File: config.mk
export PLATFORM = sky130hd
export DESIGN_NAME = quad_flash_descriptor_control
export DESIGN_NICKNAME = d
export VERILOG_FILES = /design/src/design/qfdc_pkg.sv /design/src/design/quad_flash_descriptor_control.sv /design/src/design/level_compare.sv /design/src/design/sticky_status.sv
export SDC_FILE = /design/constraint.sdc
export NUM_CORES = 1
export LEC_CHECK = 0
export BUFFER_PORTS_ARGS = -buffer_cell sky130_fd_sc_hd__buf_2
export CORE_MARGIN = 2
export CORE_UTILIZATION = 47
export CTS_BUF_LIST = sky130_fd_sc_hd__clkbuf_4 sky130_fd_sc_hd__clkbuf_8
export CTS_CLUSTER_DIAMETER = 150
export DETAILED_ROUTE_END_ITERATION = 7
export PLACE_DENSITY = 0.82
export SYNTH_ARGS = -nofsm -noshare
export SYNTH_HDL_FRONTEND = slang
export SYNTH_SLANG_ARGS = --single-unit
export TNS_END_PERCENT = 100
File: constraint.sdc
create_clock -name CLK -period 1.8 [get_ports CLK]
set_input_delay 0.09 -clock CLK [delete_from_list [all_inputs] [get_ports CLK]]
set_output_delay 0.09 -clock CLK [all_outputs]
set_load 0.05 [all_outputs]
File: src/design/qfdc_pkg.sv
// Function
// - TX condition when free space exceeds threshold
// - RX condition when fill reaches threshold
// - Threshold fields reset zero, spare bits zero
// - Control bit 2 starts descriptor processor
// - Control bit 1 enables descriptor polling
// - Control bit 0 enables DMA transfers
// - Control bits 31-3 read zero, ignore writes
// - Read-only current descriptor address, resets zero
package qfdc_pkg;

    // ********************************************************************
    // Widths
    // ********************************************************************
    localparam int unsigned ADDR_W      = 8;        // Byte address bits
    localparam int unsigned DATA_W      = 32;       // Bus data width
    localparam int unsigned THR_W       = 5;        // Threshold field width
    localparam int unsigned CNT_W       = 6;        // Holds counts 0..32
    localparam int unsigned IRQ_W       = 3;        // Interrupt events

    // ********************************************************************
    // Register offsets (byte addresses)
    // ********************************************************************
    localparam logic [ADDR_W-1:0] OFS_THRESHOLD = 8'h00;
    localparam logic [ADDR_W-1:0] OFS_CONTROL   = 8'h04;
    localparam logic [ADDR_W-1:0] OFS_CUR_ADDR  = 8'h08;
    localparam logic [ADDR_W-1:0] OFS_IRQ_STAT  = 8'h0C;
    localparam logic [ADDR_W-1:0] OFS_IRQ_MASK  = 8'h10;

    // ********************************************************************
    // Field positions
    // ********************************************************************
    localparam int unsigned THR_TX_LSB  = 8;        // Transmit threshold bits 12:8
    localparam int unsigned THR_RX_LSB  = 0;        // Receive threshold bits 4:0
    localparam int unsigned CTL_START   = 2;
    localparam int unsigned CTL_POLL    = 1;
    localparam int unsigned CTL_DMA     = 0;
    localparam int unsigned IRQ_TX      = 0;        // Transmit space event
    localparam int unsigned IRQ_RX      = 1;        // Receive fill event
    localparam int unsigned IRQ_DESC    = 2;        // Descriptor address loaded

    // ********************************************************************
    // Reset values and responses
    // ********************************************************************
    localparam logic [THR_W-1:0]  THR_RESET   = 5'h00;
    localparam logic [DATA_W-1:0] ADDR_RESET  = 32'h0000_0000;
    localparam logic [IRQ_W-1:0]  IRQ_RESET   = 3'h0;
    localparam logic [1:0]        RESP_OKAY   = 2'h0;
    localparam logic [1:0]        RESP_SLVERR = 2'h2;

    // ********************************************************************
    // Carriers
    // ********************************************************************
    typedef struct packed {
        logic [THR_W-1:0] tx_space_threshold;   // Free-space level for transmit
        logic [THR_W-1:0] rx_fill_threshold;    // Fill level for receive
    } threshold_t;

    typedef struct packed {
        logic start;                            // Descriptor processor running
        logic descriptor_poll_enable;           // Polling of descriptors
        logic transfer_dma_enable;              // DMA transfers allowed
    } control_t;

endpackage

File: src/design/quad_flash_descriptor_control.sv
`timescale 1ns/1ps
`default_nettype none
module quad_flash_descriptor_control
    import qfdc_pkg::*;
(
    input  wire logic              CLK,
    input  wire logic              ARST_N,
    input  wire logic              CE,
    // AXI4-Lite write address
    input  wire logic [ADDR_W-1:0] S_AXI_AWADDR,
    input  wire logic [2:0]        S_AXI_AWPROT,
    input  wire logic              S_AXI_AWVALID,
    output logic                   S_AXI_AWREADY,
    // AXI4-Lite write data
    input  wire logic [DATA_W-1:0] S_AXI_WDATA,
    input  wire logic [3:0]        S_AXI_WSTRB,
    input  wire logic              S_AXI_WVALID,
    output logic                   S_AXI_WREADY,
    // AXI4-Lite write response
    output logic [1:0]             S_AXI_BRESP,
    output logic                   S_AXI_BVALID,
    input  wire logic              S_AXI_BREADY,
    // AXI4-Lite read address
    input  wire logic [ADDR_W-1:0] S_AXI_ARADDR,
    input  wire logic [2:0]        S_AXI_ARPROT,
    input  wire logic              S_AXI_ARVALID,
    output logic                   S_AXI_ARREADY,
    // AXI4-Lite read data
    output logic [DATA_W-1:0]      S_AXI_RDATA,
    output logic [1:0]             S_AXI_RRESP,
    output logic                   S_AXI_RVALID,
    input  wire logic              S_AXI_RREADY,
    // FIFO occupancy from the controller core
    input  wire logic [CNT_W-1:0]  TX_FREE_COUNT,
    input  wire logic [CNT_W-1:0]  RX_FILL_COUNT,
    // Descriptor fetch engine
    input  wire logic [DATA_W-1:0] DESC_ADDR,
    input  wire logic              DESC_ADDR_VALID,
    output logic                   FETCH_ENABLE,
    output logic                   POLL_ENABLE,
    output logic                   DMA_ENABLE,
    // Interrupts
    output logic                   TX_INT,
    output logic                   RX_INT,
    output logic                   IRQ
);

    // ********************************************************************
    // Declarations
    // ********************************************************************
    threshold_t        thr_r;                   // Threshold register
    control_t          ctl_r;                   // Descriptor control register
    logic [DATA_W-1:0] cur_addr_r;              // Current descriptor address
    logic [IRQ_W-1:0]  mask_r;                  // Interrupt mask
    logic [IRQ_W-1:0]  status;                  // Sticky status
    logic [IRQ_W-1:0]  events;                  // Flag set events
    logic              tx_hit;                  // Transmit comparison
    logic              rx_hit;                  // Receive comparison
    logic              tx_int_r;
    logic              rx_int_r;
    logic              irq_r;
    logic              desc_load;               // Address accepted this cycle

    logic              awready_r;
    logic              wready_r;
    logic              bvalid_r;
    logic [1:0]        bresp_r;
    logic              arready_r;
    logic              rvalid_r;
    logic [1:0]        rresp_r;
    logic [DATA_W-1:0] rdata_r;
    logic [ADDR_W-1:0] waddr_r;                 // Held write address
    logic [DATA_W-1:0] wdata_r;                 // Held write data
    logic [3:0]        wstrb_r;                 // Held byte strobes
    logic              aw_held_r;
    logic              w_held_r;
    logic              wr_do;                   // Register write this cycle
    logic [DATA_W-1:0] wmask;                   // Byte strobes as a bit mask
    logic [DATA_W-1:0] wbits;                   // Masked write data
    logic              wr_mapped;               // Write address decodes
    logic [DATA_W-1:0] rd_word;                 // Read multiplexer
    logic              rd_mapped;               // Read address decodes
    logic              stat_we;                 // Status clear strobe

    // ********************************************************************
    // Threshold comparators
    // ********************************************************************
    // strictly more space
    level_compare #(.STRICT (1'b1)) u_tx_cmp (
        .count (TX_FREE_COUNT),
        .level (thr_r.tx_space_threshold),
        .hit   (tx_hit)
    );

    level_compare #(.STRICT (1'b0)) u_rx_cmp (
        .count (RX_FILL_COUNT),
        .level (thr_r.rx_fill_threshold),
        .hit   (rx_hit)
    );

    // One flop of latency
    // recompute every cycle that CE is high
    always_ff @(posedge CLK or negedge ARST_N) begin
        if (!ARST_N) begin
            tx_int_r <= 1'b0;
            rx_int_r <= 1'b0;
        end else if (CE) begin
            tx_int_r <= tx_hit;
            rx_int_r <= rx_hit;
        end
    end

    // ********************************************************************
    // Write channel handshakes
    // ********************************************************************
    // Either order; each half held until the write
    always_ff @(posedge CLK or negedge ARST_N) begin
        if (!ARST_N) begin
            awready_r <= 1'b1;
            aw_held_r <= 1'b0;
            waddr_r   <= '0;
        end else if (CE) begin
            if (S_AXI_AWVALID && awready_r) begin
                // No new address until B completes
                awready_r <= 1'b0;
                aw_held_r <= 1'b1;
                waddr_r   <= S_AXI_AWADDR;
            end else if (wr_do) begin
                aw_held_r <= 1'b0;
            end else if (bvalid_r && S_AXI_BREADY) begin
                awready_r <= 1'b1;
            end
        end
    end

    always_ff @(posedge CLK or negedge ARST_N) begin
        if (!ARST_N) begin
            wready_r <= 1'b1;
            w_held_r <= 1'b0;
            wdata_r  <= '0;
            wstrb_r  <= 4'h0;
        end else if (CE) begin
            if (S_AXI_WVALID && wready_r) begin
                wready_r <= 1'b0;
                w_held_r <= 1'b1;
                wdata_r  <= S_AXI_WDATA;
                wstrb_r  <= S_AXI_WSTRB;
            end else if (wr_do) begin
                w_held_r <= 1'b0;
            end else if (bvalid_r && S_AXI_BREADY) begin
                wready_r <= 1'b1;
            end
        end
    end

    // The write happens once both halves are held
    assign wr_do = aw_held_r && w_held_r && !bvalid_r;

    // Byte strobes widened to a bit mask
    assign wmask = {{8{wstrb_r[3]}}, {8{wstrb_r[2]}}, {8{wstrb_r[1]}}, {8{wstrb_r[0]}}};

    assign wbits = wdata_r & wmask;

    // Decode of the held write address
    always_comb begin
        unique case (waddr_r)
            OFS_THRESHOLD, OFS_CONTROL, OFS_IRQ_STAT, OFS_IRQ_MASK: wr_mapped = 1'b1;
            default:                                                wr_mapped = 1'b0;
        endcase
    end

    // Read-only and unmapped words answer SLVERR
    always_ff @(posedge CLK or negedge ARST_N) begin
        if (!ARST_N) begin
            bvalid_r <= 1'b0;
            bresp_r  <= RESP_OKAY;
        end else if (CE) begin
            if (wr_do) begin
                bvalid_r <= 1'b1;
                bresp_r  <= wr_mapped ? RESP_OKAY : RESP_SLVERR;
            end else if (bvalid_r && S_AXI_BREADY) begin
                bvalid_r <= 1'b0;
            end
        end
    end

    // ********************************************************************
    // Software registers
    // ********************************************************************
    // thresholds start at zero; only ten bits stored
    always_ff @(posedge CLK or negedge ARST_N) begin
        if (!ARST_N) begin
            thr_r.tx_space_threshold <= THR_RESET;
            thr_r.rx_fill_threshold  <= THR_RESET;
        end else if (CE && wr_do && waddr_r == OFS_THRESHOLD) begin
            // Byte 1 holds the transmit field, byte 0 the receive field
            if (wstrb_r[1]) begin
                thr_r.tx_space_threshold <= wbits[THR_TX_LSB +: THR_W];
            end
            if (wstrb_r[0]) begin
                thr_r.rx_fill_threshold <= wbits[THR_RX_LSB +: THR_W];
            end
        end
    end

    // Control register; only byte 0 carries implemented bits
    always_ff @(posedge CLK or negedge ARST_N) begin
        if (!ARST_N) begin
            ctl_r <= '0;
        end else if (CE && wr_do && waddr_r == OFS_CONTROL && wstrb_r[0]) begin
            ctl_r.start                  <= wbits[CTL_START];
            ctl_r.descriptor_poll_enable <= wbits[CTL_POLL];
            ctl_r.transfer_dma_enable    <= wbits[CTL_DMA];
        end
    end

    // Interrupt mask, same layout as status
    always_ff @(posedge CLK or negedge ARST_N) begin
        if (!ARST_N) begin
            mask_r <= IRQ_RESET;
        end else if (CE && wr_do && waddr_r == OFS_IRQ_MASK && wstrb_r[0]) begin
            mask_r <= wbits[IRQ_W-1:0];
        end
    end

    // ********************************************************************
    // Current descriptor address
    // ********************************************************************
    // loads only while running
    assign desc_load = ctl_r.start && DESC_ADDR_VALID;

    // tracks the fetch engine, zero at reset
    always_ff @(posedge CLK or negedge ARST_N) begin
        if (!ARST_N) begin
            cur_addr_r <= ADDR_RESET;
        end else if (CE && desc_load) begin
            cur_addr_r <= DESC_ADDR;
        end
    end

    // ********************************************************************
    // Interrupt flags
    // ********************************************************************
    // Level conditions keep setting their flag while they hold
    // Bit order follows IRQ_DESC, IRQ_RX, IRQ_TX
    assign events = {desc_load, rx_int_r, tx_int_r};

    assign stat_we = wr_do && (waddr_r == OFS_IRQ_STAT) && wstrb_r[0];

    sticky_status u_status (
        .CLK      (CLK),
        .ARST_N   (ARST_N),
        .ce       (CE),
        .set_evt  (events),
        .clr_we   (stat_we),
        .clr_bits (wbits[IRQ_W-1:0]),
        .status   (status)
    );

    // One cycle behind the flags, but glitch free
    always_ff @(posedge CLK or negedge ARST_N) begin
        if (!ARST_N) begin
            irq_r <= 1'b0;
        end else if (CE) begin
            irq_r <= |(status & mask_r);
        end
    end

    // ********************************************************************
    // Read channel
    // ********************************************************************
    // Unimplemented bits read zero
    always_comb begin
        rd_word   = '0;
        rd_mapped = 1'b1;
        unique case (S_AXI_ARADDR)
            OFS_THRESHOLD: begin
                rd_word[THR_TX_LSB +: THR_W] = thr_r.tx_space_threshold;
                rd_word[THR_RX_LSB +: THR_W] = thr_r.rx_fill_threshold;
            end
            OFS_CONTROL: begin
                rd_word[CTL_START] = ctl_r.start;
                rd_word[CTL_POLL]  = ctl_r.descriptor_poll_enable;
                rd_word[CTL_DMA]   = ctl_r.transfer_dma_enable;
            end
            OFS_CUR_ADDR: rd_word = cur_addr_r;
            OFS_IRQ_STAT: rd_word[IRQ_W-1:0] = status;
            OFS_IRQ_MASK: rd_word[IRQ_W-1:0] = mask_r;
            default:      rd_mapped = 1'b0;
        endcase
    end

    // Data captured with the address; answers a cycle later
    always_ff @(posedge CLK or negedge ARST_N) begin
        if (!ARST_N) begin
            arready_r <= 1'b1;
            rvalid_r  <= 1'b0;
            rresp_r   <= RESP_OKAY;
            rdata_r   <= '0;
        end else if (CE) begin
            if (S_AXI_ARVALID && arready_r) begin
                arready_r <= 1'b0;
                rvalid_r  <= 1'b1;
                rresp_r   <= rd_mapped ? RESP_OKAY : RESP_SLVERR;
                rdata_r   <= rd_word;
            end else if (rvalid_r && S_AXI_RREADY) begin
                rvalid_r  <= 1'b0;
                arready_r <= 1'b1;
            end
        end
    end

    // ********************************************************************
    // Outputs
    // ********************************************************************
    assign S_AXI_AWREADY = awready_r;
    assign S_AXI_WREADY  = wready_r;
    assign S_AXI_BVALID  = bvalid_r;
    assign S_AXI_BRESP   = bresp_r;
    assign S_AXI_ARREADY = arready_r;
    assign S_AXI_RVALID  = rvalid_r;
    assign S_AXI_RRESP   = rresp_r;
    assign S_AXI_RDATA   = rdata_r;
    assign FETCH_ENABLE  = ctl_r.start;
    assign POLL_ENABLE   = ctl_r.descriptor_poll_enable;
    assign DMA_ENABLE    = ctl_r.transfer_dma_enable;
    assign TX_INT        = tx_int_r;
    assign RX_INT        = rx_int_r;
    assign IRQ           = irq_r;

endmodule
`default_nettype wire

File: src/design/level_compare.sv
`timescale 1ns/1ps
`default_nettype none
module level_compare
    import qfdc_pkg::*;
#(
    parameter bit STRICT = 1'b0                 // 1: count > level, 0: count >= level
) (
    input  wire logic [CNT_W-1:0] count,
    input  wire logic [THR_W-1:0] level,
    output logic                  hit
);

    // ********************************************************************
    // Comparison
    // ********************************************************************
    // Pure combinational so the caller sees it in the same cycle; level zero-extended
    assign hit = STRICT ? (count > {1'b0, level}) : (count >= {1'b0, level});

endmodule
`default_nettype wire

File: src/design/sticky_status.sv
`timescale 1ns/1ps
`default_nettype none
module sticky_status
    import qfdc_pkg::*;
(
    input  wire logic             CLK,
    input  wire logic             ARST_N,
    input  wire logic             ce,
    input  wire logic [IRQ_W-1:0] set_evt,      // Events, one bit each
    input  wire logic             clr_we,       // Write-one-to-clear strobe
    input  wire logic [IRQ_W-1:0] clr_bits,     // Bits written as one
    output logic      [IRQ_W-1:0] status
);

    // ********************************************************************
    // Sticky bits
    // ********************************************************************
    logic [IRQ_W-1:0] status_r;
    logic [IRQ_W-1:0] status_nxt;

    // A set in the clearing cycle survives so no event is lost
    assign status_nxt = (status_r & ~({IRQ_W{clr_we}} & clr_bits)) | set_evt;

    // Frozen while the clock enable is low
    always_ff @(posedge CLK or negedge ARST_N) begin
        if (!ARST_N) begin
            status_r <= IRQ_RESET;
        end else if (ce) begin
            status_r <= status_nxt;
        end
    end

    assign status = status_r;

endmodule
`default_nettype wire

==> flow_summary.json, run 1 <==
{
  "ys_warn_count": 0,
  "place_congestion": 0.838,
  "drtIter0Drc": 163,
  "final_nets": 696,
  "cpMaxStageDelayCell": "or4bb_4",
  "die_area_mm2": 0.0111,
  "finalCritPeriodShare_pct": 105,
  "core_area_mm2": 0.0102,
  "period_needed_ns": 1.89,
  "synth_edf_count": 0,
  "ys_ff_latch": 115,
  "die_w_um": 106,
  "grt_pass1_wl_um": 19600,
  "clkTransAtPathRegs_ns": 0.08,
  "hp-start": "RX_FILL_COUNT[5]",
  "dpl_cell_area_mm2": 0.00577,
  "wl_per_cell_um": 16.6,
  "diodes": 0,
  "finClkSkew_ns": 0.00941,
  "drc": 0,
  "violations": "setup timing",
  "holdWs_ns": 0.0431,
  "min_path_type": "in2reg",
  "yosysTopAreaCell": "dfrtp_1",
  "r2r_cells": 4,
  "dp_hpwl_um": 8020,
  "synth_common_cells": "dfrtp_1 (112), mux2_2 (65), nand2_1 (40)",
  "postRouteWirelength_um": 12000,
  "power_density_mw_per_mm2": 902,
  "synth_area_per_cell_um2": 13.1,
  "min_delay_worst_endpoint": "RX_INT",
  "finalInstanceArea_mm2": 0.00691,
  "clockRootBuffer": "clkbuf_8",
  "initial_core_util_pct": 47.6,
  "track_usage_pct": 22.5,
  "r2r-end": "mask_r[0]",
  "via_count": 3817,
  "p_leak_nw": 3.62,
  "yosys-top-cells-area": "dfrtp_1 (58%), mux2_2 (15%), a22o_1 (5.1%)",
  "ant_nets": 0,
  "worstSetupPathType": "reg2reg",
  "grt_max_degree": 65,
  "clk_latency_ns": 0.41,
  "cts_made_buffers": 17,
  "cap_violations": 0,
  "synth-seq-area-share_pct": 59.5,
  "grt_pass1_vias": 4108,
  "cts_tree": "done",
  "worst_ep_required_time_ns": 2.09,
  "r2r-start": "wstrb_r[0]",
  "rsz0062_at_grt": "yes",
  "slew_violations": 0,
  "synth_top_area_share_pct": 57.9,
  "ff2ff_setup_slack_ns": -0.09,
  "setup.worst_path.start_class": "register",
  "seqCellArea_mm2": 0.00288,
  "antenna_found_initial": 0,
  "crit_buf_inv": 1,
  "crit_arrival_ns": 2.18,
  "syn_area_mm2": 0.00484,
  "finalWorstSetupSlack_ns": -0.0867,
  "ys_async_sr_fraction_pct": 100,
  "cp_top_family": "simple AND/OR/NAND/NOR gates",
  "endpoint_kind": "register",
  "worstHoldPathCells": 3,
  "yosys.cell_types.count": 38,
  "io_pins": 158,
  "cts_num_sinks": 115,
  "slowest_delay_ns": 0.46,
  "irDropWorstVdd_v": 0.000885,
  "syn2layout_area_growth_pct": 42.6,
  "outcome": "finished with violations",
  "synthCells": 369,
  "drive_above_1_share_pct": 46.4,
  "numPortBuffers": 125,
  "nFillCells": 742,
  "cp_max_fo": 3,
  "placementRows": 37,
  "max_freq_ghz": 0.530,
  "cts_buffer_depth": 2,
  "hold_viol": 0,
  "tns_ns": -0.532,
  "setup_violations": 13,
  "cp_cell_sequence": "buf_6, or4bb_4, nor4_4, mux2_2",
  "multiInputGateArea_mm2": 0.00194,
  "die_h_um": 106,
  "h-tree-depth": 4,
  "grt-ovfl-total": 0,
  "synth.most_common_cell": "dfrtp_1",
  "via_per_inst": 5.27,
  "dr.pass1.iters": 4,
  "synth_ff_type": "dfrtp_1",
  "dp_slack_ns": -0.0974
}
state kept, by name (all words and copies together) (netlist names), 2 cells and up:
name,flops
mask_r,3
u_status.status,3
thr_r,10
S_AXI_RDATA,32
wdata_r,10
cur_addr_r,32
waddr_r,8
wstrb_r,2
logic make-up after synthesis:
kind of cell,synth area share (%)
flops,59.5
simple gates,10.2
mux,15.1
compound gates,9.79
buf+inv,2.76
fa+ha+maj,2.58
other cells,0.0774
worst max-delay path by stage:
stage / endpoint / startpoint / depth (start not counted) / slack [ns]
2_1_floorplan: mask_r[0] / S_AXI_BVALID / 3 / -0.18
3_3_place_gp: mask_r[0] / waddr_r[0] / 3 / -0.06
3_5_place_dp: mask_r[0] / waddr_r[0] / 3 / -0.1
4_1_cts: POLL_ENABLE / waddr_r[0] / 4 / -0.08
5_1_grt: FETCH_ENABLE / waddr_r[0] / 4 / -0.14
6_report: mask_r[0] / wstrb_r[0] / 4 / -0.09
where the power goes:
| group | switching, mW | internal [mW] | leakage, nW |
|---|---|---|---|
| combinational | 0.259 | 0.338 | 1.89 |
| sequential | 0.136 | 2.74 | 1.50 |
| clock | 1.09 | 1.67 | 0.235 |
tightest hold or removal path: cells and delay by family:
family	cells	cell delay, ns
compound gates	2	0.22
buf+inv	1	0.08
per-layer routing:
layer	share of wire (%)	GRT usage [%]
met1	41	26.9
met2	53	40.1
met3	4.4	4.45
met4	1.7	8.08
met5	0	0
per-stage QoR:
step	utilization (%)	instances	power [mW]
after floorplan	-	370	3.13
after global placement	56.7	631	3.35
after detailed placement	56.7	631	3.38
after CTS	67.1	722	6.24
after global routing	67.8	724	6.47
final	67.8	724	6.23
layout by cell type (no fill, tap or decap), drive strengths merged, types with 4 or more instances in the layout:
master         n
a22oi          7
clkbuf        17
nand3         12
nor4           6
nand2         40
a31oi          4
o21ai         15
ha            10
dfrtp        112
a22o          28
dlygate4sd3   56
mux2          65
inv           16
nor2           6
bufinv         5
clkinv         7
buf          147
layout make-up:
| class | count | share of cell area, % |
|---|---|---|
| well taps | 136 | 2.46 |
| repair buffers | 203 | 20.4 |
| clock buffers | 17 | 3.39 |
| flip-flops and latches | 115 | 41.7 |
| multi-input cells | 225 | 28.0 |
| inverters | 13 | 0.706 |
| clock inverters | 15 | 3.33 |
repair_timing:
item | 4_1_cts | 5_1_grt
endpoints found under the hold margin | 169 | 0
setup endpoints to repair | 13 | 22
pin swaps | 3 | 5
resized for setup | 3 | 22
hold buffers | 56 | 0
buffers inserted | 3 | 2
Note: power is estimated with default switching activity, not from simulation.
==> run 2: changes to the inputs <==
--- a/config.mk
+++ b/config.mk
@@ -5,9 +5,10 @@
 export SDC_FILE = /design/constraint.sdc
 export NUM_CORES = 1
 export LEC_CHECK = 0
+export ABC_AREA = 1
 export BUFFER_PORTS_ARGS = -buffer_cell sky130_fd_sc_hd__buf_2
 export CORE_MARGIN = 2
-export CORE_UTILIZATION = 47
+export CORE_UTILIZATION = 48
 export CTS_BUF_LIST = sky130_fd_sc_hd__clkbuf_4 sky130_fd_sc_hd__clkbuf_8
 export CTS_CLUSTER_DIAMETER = 150
 export DETAILED_ROUTE_END_ITERATION = 7
==> run 2 against run 1 <==
Effect of this change: hold slack worse by 0.0070 ns; clock power fell by 3%; sequential power up 28%; combinational power grew to 4.1 times the previous value; the flow now finishes without violations; total power rose by 41%; area after synthesis grew 6.0%; register-to-register slack better by 0.29 ns; clock-buffer cell count is 1 higher; clock skew fell by 0.00092 ns; global-route usage rose by 1.1 points; wire length increased by 9.0%.
==> flow_summary.json, run 2 <==
{
  "die_w_um": 107,
  "numPortBuffers": 125,
  "slew_violations": 0,
  "synth-seq-area-share_pct": 56.1,
  "postCtsSetupBuffers": 0,
  "yosysTopAreaCell": "dfrtp_1",
  "diodes": 0,
  "finalWorstSetupSlack_ns": 0.207,
  "die_area_mm2": 0.0115,
  "clk_latency_ns": 0.42,
  "clockRootBuffer": "clkbuf_8",
  "ys_async_sr_fraction_pct": 100,
  "dr.max_layer_used": "met4",
  "ys_ff_latch": 115,
  "cap_violations": 0,
  "ys_warn_count": 0,
  "synth_common_cells": "nand2_1 (132), dfrtp_1 (112), inv_1 (76)",
  "dp_slack_ns": 0.269,
  "synth_edf_count": 0,
  "grt_max_degree": 39,
  "drive_above_1_share_pct": 25.5,
  "fin_util_pct": 66.6,
  "max_slew_margin_pct": 63.1,
  "syn_area_mm2": 0.00513,
  "p_leak_nw": 3.67,
  "stdcell_count": 901,
  "p_total_mw": 8.81,
  "cts_made_buffers": 17,
  "power_frac_seq_pct": 41.6,
  "layout_common_cells": "nand2_1 (132), buf_2 (124), dfrtp_1 (112)",
  "drtIter0Drc": 310,
  "place_congestion": 0.916,
  "synth.most_common_cell": "nand2_1",
  "track_usage_pct": 23.6,
  "period_needed_ns": 1.59,
  "via_per_inst": 5.05,
  "placedCellCount": 815,
  "synthCells": 564,
  "cts_hold_buf": 54,
  "cts_num_sinks": 115,
  "synth_top_area_share_pct": 54.6,
  "yosys-top-cells-area": "dfrtp_1 (55%), nand2_1 (9.6%), inv_1 (5.6%)",
  "via_count": 4549,
  "hold_viol": 0,
  "grt_pass1_vias": 4556,
  "yosys.cell_types.count": 35,
  "dpl_cell_area_mm2": 0.00592,
  "p_switching_mw": 3.18,
  "die_h_um": 107,
  "synth_area_per_cell_um2": 9.10,
  "cts_tree": "done",
  "holdWs_ns": 0.0361,
  "core_area_mm2": 0.0104,
  "finalInstanceArea_mm2": 0.00691,
  "met2_length_um": 6660,
  "setup_violations": 0,
  "placementRows": 37,
  "outcome": "finished clean",
  "p_int_mw": 5.62,
  "clkTransAtPathRegs_ns": 0.07,
  "cts_buffer_depth": 2,
  "min_path_type": "in2reg",
  "p_sw_share_pct": 36.2,
  "wl_met3_um": 783,
  "grt_pass1_wl_um": 21100,
  "p_comb_share_pct": 27.8,
  "io_pins": 158,
  "worstSetupPathType": "reg2reg",
  "irDropWorstVdd_v": 0.000999,
  "finalCritPeriodShare_pct": 88.5,
  "setup.worst_path.start_class": "register",
  "layout_commonest_cell": "nand2_1",
  "tns_ns": 0,
  "finClkSkew_ns": 0.00849,
  "syn2layout_area_growth_pct": 34.6,
  "max_freq_ghz": 0.628,
  "rsz0062_at_grt": "no",
  "cts_resized": 0,
  "wl_per_cell_um": 14.6,
  "grt-ovfl-total": 0,
  "h-tree-depth": 4,
  "dr.pass1.iters": 5,
  "worst_ep_required_time_ns": 2.12,
  "synth_ff_type": "dfrtp_1",
  "crit_arrival_ns": 1.91,
  "endpoint_kind": "register",
  "cp_max_fo": 27,
  "final_nets": 873,
  "worst_pin_slew_ns": 0.553,
  "antenna_found_initial": 0,
  "dp_hpwl_um": 8600,
  "initial_core_util_pct": 49.5,
  "clkPwrFrac_pct": 30.5,
  "postRouteWirelength_um": 13100,
  "power_density_mw_per_mm2": 1270,
  "m1WireLength_um": 5600,
  "drc": 0,
  "ant_nets": 0
}
[run 2: cell count changes after synthesis, sizes merged, moves of 15 or more]
cell	change
o21ai	+23
nand2	+95
inv	+64
o31ai	+22
a22o	-28
nand3	+15
mux2	-61
a21oi	+38
nor2	+47
[run 2: cell families (layout without fill, tap and decap cells)]
kind of cell,count (synthesis),after routing,synth area share (%)
AND/OR/NAND/NOR,224,224,20.3
flip-flops,115,115,56.1
AO/OA/AOI/OAI,112,112,12.5
buffers and inverters,98,298,7.60
adder cells (fa/ha/maj),10,10,2.44
multiplexers,4,4,0.877
other,1,2,0.0730
[run 2: power groups by stage]
stage          clock (mW)  sequential, mW  combinational, mW
2_1_floorplan           0            4.17               1.18
3_3_place_gp            0            3.67               2.23
3_5_place_dp            0            3.70               2.33
4_1_cts              2.72            3.66               2.44
5_1_grt              2.85            3.74               2.71
6_report             2.69            3.67               2.45
[run 2: final cells by class]
| cell class | instances | area, um2 |
|---|---|---|
| repair buffers | 188 | 1250 |
| flip-flops and latches | 115 | 2880 |
| clock inverters | 14 | 201 |
| fillers | 800 | 3460 |
| well taps | 136 | 170 |
| multi-input cells | 352 | 1870 |
| clock buffers | 18 | 248 |
| inverters | 78 | 293 |
[run 2: worst max-delay path, cell delays in order, from the launching register on]
cell	delay, ns
dfstp_2	0.55
nand3_2	0.28
buf_4	0.36
o31ai_1	0.29
[run 2: worst paths after layout]
kind / start / endpoint / slack (ns) / depth (start not counted)
setup / recovery: S_AXI_ARREADY / S_AXI_RDATA[7] / 0.21 / 3
hold / removal: TX_FREE_COUNT[5] / TX_INT / 0.04 / 5
setup reg to reg: S_AXI_ARREADY / S_AXI_RDATA[7] / 0.21 / 3
hold reg to reg: S_AXI_RRESP[1] / S_AXI_RRESP[1] / 0.48 / 2
max in group asynchronous: ARST_N / wdata_r[0] / 0.91 / 3
min in group asynchronous: ARST_N / S_AXI_RDATA[18] / 0.12 / 2
[run 2: metal layers]
metal,vias up,GRT usage [%]
li1,2188,-
met1,2199,28.6
met2,153,41.6
met3,9,6.11
met4,0,6.41
met5,-,0
